===== src/common/adc_port_defines.svh =====
// Purpose: constants for the decimating converter output port
// Assumes: one conversion clock, 20 MHz in this build
// Notes:   counts are in conversion clock cycles or word periods
`ifndef ADC_PORT_DEFINES_SVH
`define ADC_PORT_DEFINES_SVH

`define DECIM_FACTOR      3'd6
`define STROBE_HIGH_CYC   3'd3
`define ZERO_WORDS_MAX    6'd21
`define SETTLE_WORDS      6'd55
`define WORD_WIDTH        16
`define FULL_POS          16'h7fff
`define FULL_NEG          16'h8000
`define MOD_MAX           3'd6

`endif


===== src/common/adc_port_pkg.sv =====
// Purpose: shared types for the converter output port
// Assumes: constants live in adc_port_defines.svh
// Notes:   none
package adc_port_pkg;
    // host read strobes, both active low
    typedef struct packed {
        logic cs_n;
        logic rd_n;
    } host_read_t;

    // one output word with its range flag
    typedef struct packed {
        logic        over;
        logic [15:0] word;
    } sample_t;

    typedef enum logic [2:0] {
        PH_RESET = 3'b001,
        PH_HIGH  = 3'b010,
        PH_LOW   = 3'b100
    } strobe_phase_t;
endpackage : adc_port_pkg


===== src/verilog/adc_output_port.sv =====
// Purpose: output side of an oversampling converter with parallel read bus
// Assumes: sync_n is the documented digital reset; clock free-running
// Notes:   bus pins are split into output and enable for the bench
//
// Contract
// - one modulator sample taken every conversion clock cycle
// - decimate by six; one output word every six clocks
// - strobe high three clocks, low three clocks
// - each result is a 16-bit parallel word
// - output word forced to zero while sync is low
// - output word zero for at most 21 strobe cycles after sync release
// - words valid 55 strobe cycles after sync release; host ignores earlier
// - range flag rises when input exceeds convertible range
// - power-down low stops conversion and cuts activity
// - falling strobe edge announces each new word
// - bus driven only while chip-select and read-enable both low
// - range flag updates only on falling strobe edge
// - sync low clears logic, strobe high; low at second rising edge after
`timescale 1ns/100ps
`include "adc_port_defines.svh"
module adc_output_port
(
    input  wire logic                   core_clk,
    input  wire logic                   nrst,
    input  wire logic                   sync_n,
    input  wire logic                   power_down_n,
    input  wire logic signed [3:0]      mod_sample,
    input  adc_port_pkg::host_read_t    host_rd,
    output logic                        word_ready_strobe_n,
    output logic                        range_overflow_flag,
    output logic [15:0]                 data_out,
    output logic                        data_oe,
    output logic                        settled
);
    import adc_port_pkg::*;

    // ****************************************************************
    // reset
    // ****************************************************************
    logic [1:0] rst_sync;
    logic       rst_n;
    logic       clr_n;

    // two-stage release; sync_n joins as a second asynchronous clear
    always_ff @(posedge core_clk or negedge nrst)
    begin
        if (!nrst)
            rst_sync <= 2'b00;
        else
            rst_sync <= {rst_sync[0], 1'b1};
    end
    assign rst_n = rst_sync[1];
    assign clr_n = rst_n & sync_n;

    // ****************************************************************
    // input synchronisers
    // ****************************************************************
    logic [2:0] pd_sync;
    logic [2:0] cs_sync;
    logic [2:0] rd_sync;
    logic       pd_q;
    logic       cs_q;
    logic       rd_q;

    // three stages; a change counts when stages two and three agree
    // sync clears them too, so the enable and power state restart idle
    always_ff @(posedge core_clk or negedge clr_n)
    begin
        if (!clr_n)
        begin
            pd_sync <= 3'b111;
            cs_sync <= 3'b111;
            rd_sync <= 3'b111;
        end
        else
        begin
            pd_sync <= {pd_sync[1:0], power_down_n};
            cs_sync <= {cs_sync[1:0], host_rd.cs_n};
            rd_sync <= {rd_sync[1:0], host_rd.rd_n};
        end
    end

    always_ff @(posedge core_clk or negedge clr_n)
    begin
        if (!clr_n)
        begin
            pd_q <= 1'b1;
            cs_q <= 1'b1;
            rd_q <= 1'b1;
        end
        else
        begin
            if (pd_sync[1] == pd_sync[2])
                pd_q <= pd_sync[2];
            if (cs_sync[1] == cs_sync[2])
                cs_q <= cs_sync[2];
            if (rd_sync[1] == rd_sync[2])
                rd_q <= rd_sync[2];
        end
    end

    // ****************************************************************
    // strobe phase
    // ****************************************************************
    strobe_phase_t phase;
    logic [2:0]    phase_cnt;
    logic          active;
    logic          fall;

    // power-down freezes the sequencer so the filter stops toggling
    assign active = pd_q;
    assign fall   = active && phase == PH_HIGH && phase_cnt == `STROBE_HIGH_CYC - 3'd1;

    // reset phase lasts one edge so the strobe falls on the second edge
    always_ff @(posedge core_clk or negedge clr_n)
    begin
        if (!clr_n)
        begin
            phase     <= PH_RESET;
            phase_cnt <= 3'd0;
        end
        else if (active)
        begin
            unique case (phase)
                PH_RESET:
                begin
                    phase     <= PH_HIGH;
                    phase_cnt <= `STROBE_HIGH_CYC - 3'd1;
                end
                PH_HIGH:
                begin
                    if (phase_cnt == `STROBE_HIGH_CYC - 3'd1)
                    begin
                        phase     <= PH_LOW;
                        phase_cnt <= 3'd0;
                    end
                    else
                        phase_cnt <= phase_cnt + 3'd1;
                end
                PH_LOW:
                begin
                    // three low then three high make one six-clock word
                    if (phase_cnt == `DECIM_FACTOR - `STROBE_HIGH_CYC - 3'd1)
                    begin
                        phase     <= PH_HIGH;
                        phase_cnt <= 3'd0;
                    end
                    else
                        phase_cnt <= phase_cnt + 3'd1;
                end
                default:
                begin
                    phase     <= PH_RESET;
                    phase_cnt <= 3'd0;
                end
            endcase
        end
    end

    // strobe from a flop: high in reset and high phase
    always_ff @(posedge core_clk or negedge clr_n)
    begin
        if (!clr_n)
            word_ready_strobe_n <= 1'b1;
        else
            word_ready_strobe_n <= !(fall || (phase == PH_LOW && !(active
                && phase_cnt == `DECIM_FACTOR - `STROBE_HIGH_CYC - 3'd1)));
    end

    // ****************************************************************
    // filter and output word
    // ****************************************************************
    sample_t filt;
    logic    dump;

    // dump one cycle before the fall so the word lands while strobe is high
    assign dump = active && phase == PH_HIGH && phase_cnt == `STROBE_HIGH_CYC - 3'd2;

    // frozen sequencer feeds zeros so the accumulator neither toggles nor wraps
    logic signed [3:0] mod_in;
    assign mod_in = active ? mod_sample : 4'sd0;

    decimator u_decim
    (
        .clk        (core_clk),
        .rst_n      (clr_n),
        .mod_sample (mod_in),
        .dump       (dump),
        .result     (filt)
    );

    logic [15:0] word;

    // word and flag latched together at the falling strobe edge
    always_ff @(posedge core_clk or negedge clr_n)
    begin
        if (!clr_n)
            word <= 16'h0000;
        else if (fall)
            word <= filt.word;
    end

    // flag sets on overrange and clears on return, only at the fall
    always_ff @(posedge core_clk or negedge clr_n)
    begin
        if (!clr_n)
            range_overflow_flag <= 1'b0;
        else if (fall)
            range_overflow_flag <= filt.over;
    end

    // ****************************************************************
    // settling count
    // ****************************************************************
    logic [5:0] word_cnt;

    // counts strobe cycles since release; the first word lands well under 21
    always_ff @(posedge core_clk or negedge clr_n)
    begin
        if (!clr_n)
        begin
            word_cnt <= 6'd0;
            settled  <= 1'b0;
        end
        else if (fall && !settled)
        begin
            word_cnt <= word_cnt + 6'd1;
            if (word_cnt == `SETTLE_WORDS - 6'd1)
                settled <= 1'b1;
        end
    end

    // ****************************************************************
    // read bus
    // ****************************************************************
    // drive only with both selects low; the word itself is held stable
    always_ff @(posedge core_clk or negedge clr_n)
    begin
        if (!clr_n)
        begin
            data_out <= 16'h0000;
            data_oe  <= 1'b0;
        end
        else
        begin
            data_out <= (fall ? filt.word : word);
            data_oe  <= !cs_q && !rd_q;
        end
    end
endmodule : adc_output_port


===== src/verilog/decimator.sv =====
// Purpose: sums six modulator samples into one clipped 16-bit word
// Assumes: modulator delivers a signed 4-bit level each clock
// Notes:   boxcar stands in for the real filter coefficients
`timescale 1ns/100ps
`include "adc_port_defines.svh"
module decimator
(
    input  wire logic                   clk,
    input  wire logic                   rst_n,
    input  wire logic signed [3:0]      mod_sample,
    input  wire logic                   dump,
    output adc_port_pkg::sample_t       result
);
    import adc_port_pkg::*;

    logic signed [7:0] acc;
    logic signed [7:0] next_acc;

    // clip a wide sum into the 16-bit two's complement range
    function automatic sample_t clip(input logic signed [19:0] v);
        sample_t s;
        s.over = 1'b0;
        s.word = v[15:0];
        if (v > 20'sd32767)
        begin
            s.over = 1'b1;
            s.word = `FULL_POS;
        end
        else if (v < -20'sd32768)
        begin
            s.over = 1'b1;
            s.word = `FULL_NEG;
        end
        return s;
    endfunction : clip

    assign next_acc = acc + 8'(mod_sample);

    // one sample every clock
    // the dump sample already sits in the result, so the next window starts empty
    always_ff @(posedge clk or negedge rst_n)
    begin
        if (!rst_n)
            acc <= 8'sd0;
        else if (dump)
            acc <= 8'sd0;
        else
            acc <= next_acc;
    end

    // scale so that six full-level samples pass full scale
    always_ff @(posedge clk or negedge rst_n)
    begin
        if (!rst_n)
            result <= '0;
        else if (dump)
            result <= clip(20'(next_acc) <<< 12);
    end
endmodule : decimator


===== config.mk =====
export PLATFORM = sky130hd
export DESIGN_NAME = adc_output_port
export DESIGN_NICKNAME = d
export VERILOG_FILES = /design/src/common/adc_port_pkg.sv /design/src/verilog/adc_output_port.sv /design/src/verilog/decimator.sv
export VERILOG_INCLUDE_DIRS = /design/src /design/src/common
export SDC_FILE = /design/constraint.sdc
export NUM_CORES = 1
export LEC_CHECK = 0
export BUFFER_PORTS_ARGS = -buffer_cell sky130_fd_sc_hd__clkbuf_2
export CAP_MARGIN = 10
export CORE_ASPECT_RATIO = 0.6
export CORE_UTILIZATION = 45
export DETAILED_ROUTE_END_ITERATION = 16
export SYNTH_ARGS = -nofsm -noshare
export SYNTH_HDL_FRONTEND = slang
export SYNTH_HIERARCHICAL = 1
export SYNTH_SLANG_ARGS = --single-unit

===== constraint.sdc =====
create_clock -name core_clk -period 5.8 [get_ports core_clk]
set_clock_uncertainty 0.1 [all_clocks]
set_input_delay 0.58 -clock core_clk [delete_from_list [all_inputs] [get_ports core_clk]]
set_output_delay 0.58 -clock core_clk [all_outputs]
set_load 0.1 [all_outputs]

# == Word-level counts from Yosys, hierarchy flattened ==
# Index checks and enable logic that the tools add are counted.
# op_classes
order_cmp,2
n_reduce_logical,16
n_bitwise,1
n_addsub,3
n_eq_ne,11
n_mux,10
# ops
op,count
2-to-1 mux 17 bit,2
greater-than comparator 20 x 16 -> 1 bit (second input constant),1
< comparator 20 x 16 -> 1 bit (second input constant),1
2-to-1 mux 16 bit,1
2-to-1 mux 3 bit,3
case mux 3 bit (3 select lines),1
adder 8 x 4 -> 8 bit,1
2-to-1 mux 8 bit,1
logical AND 1 bit,7
adder 6 x 1 -> 6 bit (second input constant),1
equality test 3 x 1 -> 1 bit (second input constant),2
equality test 3 x 2 -> 1 bit (second input constant),2
equality test 6 bit (second input constant),1
case mux 3 bit (2 select lines),1
logical NOT 1 bit,5
2-to-1 mux 4 bit,1
adder 3 x 1 -> 3 bit (second input constant),1
equality test 1 bit,3
equality test 3 bit (second input constant),1
AND reduction 3 bit,1
inequality test 2 x 1 -> 1 bit (second input constant),1
inequality test 2 bit (second input constant),1
AND reduction 2 bit,1
OR reduction 2 bit,1
2 further kinds,2
# totals
out_inout_bits,20
elab_cells,61
ff_bits,71
in_bits,10

# == Longest topological paths before layout ==
# logic_depth
word_depth,6
ltp_mapped,10
depth_no_buf,9

# == By module ==
# Netlist, hierarchy kept.
# by_module_without_submodules
module,instances,cells_per_inst,area_per_inst_um2,seq_area_each_um2
adc_output_port,1,142,1948.1,1168.6
decimator,1,98,949.7,350.3

# == Worst setup path before layout ==
# No wires, ideal clock.
# synth_timing
path_kind,input -> register
from,in mod_sample[0]
to,reg u_decim/result[12] in the netlist's numbering
path_buffers,0
cell_stages,9
t_required_ps,5571
arrival_ps,2513
path_slack_ps,3058
setup_ps,129
cell_sequence,and2_1 -> ha_1 -> fa_1 -> a211oi_1 -> or4b_4 -> nand3_2 -> nor4_2 -> o21a_1 -> o22ai_1
# synth_between
elab_chain_cells,5
word_cells_on_any_way,6
cone_classes,1 x add/sub; 2 x order compare; 3 x mux
# synth_rtl
element,line,rtl
"start, declared",adc_output_port.sv:27,"input wire logic signed [3:0] mod_sample,"
2-to-1 mux 4 bit *,adc_output_port.sv:181,assign mod_in = active ? mod_sample : 4'sd0;
adder 8 x 4 -> 8 bit *,decimator.sv:37,assign next_acc = acc + 8'(mod_sample);
< comparator 20 x 16 -> 1 bit,decimator.sv:29,else if (v < -20'sd32768)
2-to-1 mux 17 bit,decimator.sv:29,
2-to-1 mux 17 bit *,decimator.sv:24,if (v > 20'sd32767)
"end signal, assigned",decimator.sv:57,result <= clip(20'(next_acc) <<< 12);
"end, declared",decimator.sv:12,output adc_port_pkg::sample_t result
# Every way passes the cells marked *; elsewhere a longest branch is shown, timed or not.
# A chain may end at the register's enable or synchronous reset.

# == Worst setup path in the final report ==
# layout_timing
from,reg pd_q (netlist: active)
to,reg u_decim/result[12] in the netlist's numbering
# layout_between
elab_chain_cells,5
word_cells_on_any_way,8
cone_classes,1 x add/sub; 2 x order compare; 3 x mux; 2 x reduce/logical
# layout_rtl
element,line,rtl
"start, declared",adc_output_port.sv:61,logic pd_q;
"start signal, assigned",adc_output_port.sv:94,pd_q <= pd_sync[2];
2-to-1 mux 4 bit *,adc_output_port.sv:181,
named net mod_in[3],adc_output_port.sv:180,logic signed [3:0] mod_in;
adder 8 x 4 -> 8 bit *,decimator.sv:37,
< comparator 20 x 16 -> 1 bit,decimator.sv:29,
2-to-1 mux 17 bit,decimator.sv:29,
2-to-1 mux 17 bit *,decimator.sv:24,
# Mark *: on every way through the listed nets, which the timed path passes. The rest lies on a longest branch.

==> summary.txt <==
Status
  • Run status: finished clean

CTS
  • CTS tree: done
  • Clock Latency Late Sink: 330 ps
  • Clock slew at reported path FFs: 70 ps
  • Deepest clock path buffer count: 2
  • Post-CTS Setup Inserts: 0
  • Number of CTS-inserted buffers: 9
  • Clock Sinks: 60
  • CTS HTree Levels: 3
  • Root Driver: clkbuf_8

Timing
  • Setup TNS Final: 0 ps
  • Hold_ws: 222 ps
  • Period minus WS final: around 2900 ps
  • Maximum clock frequency: 345 MHz
  • Max-slew violations: 0
  • Endpoints failing setup: 0
  • RSZ-0062 raised after global routing: no
  • Final hold vios: 0
  • Slew HR: 35.9%
  • Worst slew pin tran: a little under 1000 ps
  • Tcrit/Tclk final: about half

Worst setup path
  • Kind of critical path: reg -> reg
  • Worst flop-to-flop path endpoint: u_decim/result[12]$_DFFE_PN0P_
  • Data required, critical path: just under 6000 ps
  • Setup crit end: u_decim/result[12]$_DFFE_PN0P_
  • Critical path startpoint: active$_DFFE_PN1N_
  • Arrival @ worst endpoint: 3010 ps
  • CP bufs+invs: 0
  • Worst-path fanout max: 15
  • Reg2reg path depth: 8
  • R2r startpoint: active$_DFFE_PN1N_
  • Crit-path cells: and2_1 -> ha_1 -> nor3b_1 -> a311oi_1 -> nand3_2 -> nor4_2 -> o21a_1 -> o22ai_1
  • R2r setup slk: 2900 ps
  • Levels on crit path: 8
  • Worst Setup Start Kind: flip-flop
  • Crit-path slowest cell: dfstp_2
  • CP peak stage delay: 680 ps
  • CP top delay family: simple AND/OR/NAND/NOR gates
  • CP endpoint kind: flip-flop

Synth
  • Mapped Cells: 240
  • FFs w/ async S/R, synth: 100%
  • Synthesized area: between 0.002 and 0.003 mm²
  • Adder-cell area share of the yosys netlist: under 10%
  • Synth Area in Compound Gates: 9.72%
  • Synth unique cells: 60
  • Main combinational cell family by area after synthesis: simple AND/OR/NAND/NOR gates
  • Yosys warns: 6
  • Top FF cell, synth: dfrtp_1
  • Mapped Avg Cell Area: 12.1 µm²
  • Post-synthesis simple-gate area fraction: 13.9%
  • Seq/Total Area, Yosys: 52.4%
  • Number of synthesized flops with an enable pin: 0
  • Post-Synth XOR/XNOR Area: under 10%
  • Post-synthesis mux area share: between 8 and 9%
  • Yosys reg bits: 60
  • Syn_nets: 260

Worst hold path
  • Hold_sp: power_down_n
  • Hold Crit Class: in -> reg

Global routing
  • First-pass GRT wire length: 8510 µm
  • Vias in the first global route: 1710
  • Pin count of the biggest net entering global routing: 59
  • GRT Residual Overflow: 0
  • Antenna violations before repair: 0
  • Total global-route track usage: 16.8%

Die
  • Die width: roughly 110 µm
  • Ports: 30
  • Die H: approximately 64 µm
  • Area of the core: between 0.006 and 0.007 mm²
  • DIE AREA: 0.00677 mm²
  • Initial core utilization: between 40% and 50%
  • Std-Cell Rows: 22

Routing
  • Via count: between 1500 and 2000
  • Drt first pass iters: 4
  • DR DRC count: 0
  • Final ANT Viol Nets: 0
  • 1st-iter DRT viols: 125
  • Total wire length: 4970 µm
  • Vias per cell: 5.10
  • WL/cell: 14.1 µm

Finish
  • Final Util: 52.6%
  • Area growth from synthesis to layout: 12.0%
  • Layout Cells excl Fill: 351
  • Fillers: 555
  • Share of post-route cells with drive strength above 1: 33.0%
  • Ant diodes: 0
  • # nets final: 282

Flow run
  • Max Cap Viol: 0

Placed design
  • GP Congestion: ~0.8
  • DP HPWL: 3300 µm
  • I/O Buffers: 29
  • DP Cell Count: about 330
## worst min path at each step
| stage | endpoint | slack, ps | cells past startpoint |
|---|---|---|---|
| 6_report | pd_sync[0]$_DFF_PN1_ | 220 | 1 |
| 5_1_grt | pd_sync[0]$_DFF_PN1_ | 190 | 1 |
| 4_1_cts | pd_sync[0]$_DFF_PN1_ | 200 | 1 |
| 3_5_place_dp | rst_sync[1]$_DFF_PN0_ | 240 | 0 |
| 3_3_place_gp | rst_sync[1]$_DFF_PN0_ | 230 | 0 |
| 2_1_floorplan | rst_sync[0]$_DFF_PN0_ | 180 | 0 |
## state kept, by name, summed over array words and instances (netlist names), 2 cells and up
register / count
word_cnt: 6
rst_sync: 2
phase: 3
pd_sync: 3
u_decim/acc: 8
word: 16
phase_cnt: 3
cs_sync: 3
rd_sync: 3
u_decim/result: 6
## cell type report
class,count,area [µm²],area share [%]
Sequential cell,60,1520,46.8
Multi-Input combinational cell,149,1190,36.7
Timing Repair Buffer,32,170,5.24
Clock buffer,9,124,3.82
Tap cell,84,105,3.24
Clock inverter,7,98.8,3.05
Inverter,10,37.5,1.16
## cell usage after synthesis, types with 2 or more instances
| master | number | share of area, % |
|---|---|---|
| and2_1 | 6 | 1.3 |
| nor3_1 | 4 | 0.69 |
| o2111ai_1 | 2 | 0.60 |
| xnor2_1 | 6 | 1.8 |
| o21ba_2 | 2 | 0.69 |
| mux2_4 | 8 | 4.1 |
| buf_4 | 11 | 2.8 |
| nor2_1 | 13 | 1.7 |
| buf_6 | 2 | 0.78 |
| nand4_1 | 2 | 0.43 |
| o21ai_0 | 8 | 1.4 |
| nand2_1 | 4 | 0.52 |
| a211oi_1 | 2 | 0.52 |
| nor3b_1 | 2 | 0.52 |
| mux2_2 | 10 | 3.9 |
| a21oi_1 | 7 | 1.2 |
| nand2b_1 | 5 | 1.1 |
| nand3b_1 | 2 | 0.52 |
| ha_1 | 9 | 3.9 |
| a31oi_1 | 2 | 0.43 |
| maj3_1 | 3 | 1.0 |
| or2_2 | 2 | 0.43 |
| or3b_1 | 2 | 0.60 |
| o31ai_1 | 3 | 0.78 |
| dfrtp_1 | 46 | 40 |
| nor2b_1 | 7 | 1.5 |
| o22ai_1 | 4 | 0.86 |
| nor4_1 | 2 | 0.43 |
| inv_1 | 10 | 1.3 |
| xor2_1 | 5 | 1.5 |
| nand3_1 | 2 | 0.35 |
| dfstp_2 | 14 | 13 |
| clkbuf_1 | 6 | 0.78 |
## per-layer routing
| metal | wire [µm] | track usage (%) | share of wire (%) | vias to the layer above |
|---|---|---|---|---|
| met5 | 0 | 0 | 0 | - |
| met4 | 61 | 6.25 | 1.2 | 0 |
| met3 | 243 | 7.04 | 4.9 | 10 |
| met2 | 1890 | 21.5 | 38 | 47 |
| met1 | 2770 | 24.6 | 56 | 847 |
| li1 | - | - | - | 887 |
## kinds of logic after synthesis
family / count (synthesis)
AO/OA/AOI/OAI: 41
XOR/XNOR: 11
adder cells (fa/ha/maj): 13
buffers and inverters: 31
flip-flops: 60
multiplexers: 19
other: 1
AND/OR/NAND/NOR: 64
## what timing repair did
action                                 in CTS  in global routing
gates resized for setup                     0                  0
hold buffers                                1                  0
endpoints found under the hold margin       2                  0
## through the flow
step	setup slack, ps	instance area [µm²]
6_report	2900	3240
5_1_grt	2620	3240
4_1_cts	2900	3240
3_5_place_dp	2750	3010
3_3_place_gp	2790	3010
2_1_floorplan	3060	2900
## placed cells by master (no fill, tap or decap), types with 3 or more instances in the layout
cell type  instances
nor2b_1            7
clkbuf_2          29
and2_1             5
mux2_4             8
nand2_1            4
mux2_2            10
o21ai_0            8
nand2b_1           5
dfstp_2           14
xor2_1             5
a21oi_1            7
nor2_1            13
maj3_1             3
clkbuf_8           9
nor3_1             4
o31ai_1            3
xnor2_1            6
ha_1               9
inv_1             10
dfrtp_1           46
o22ai_1            4
Power is left out: the tool's default activity adds up to more than one toggle a clock period on the data nets, which glitch-free logic cannot reach.
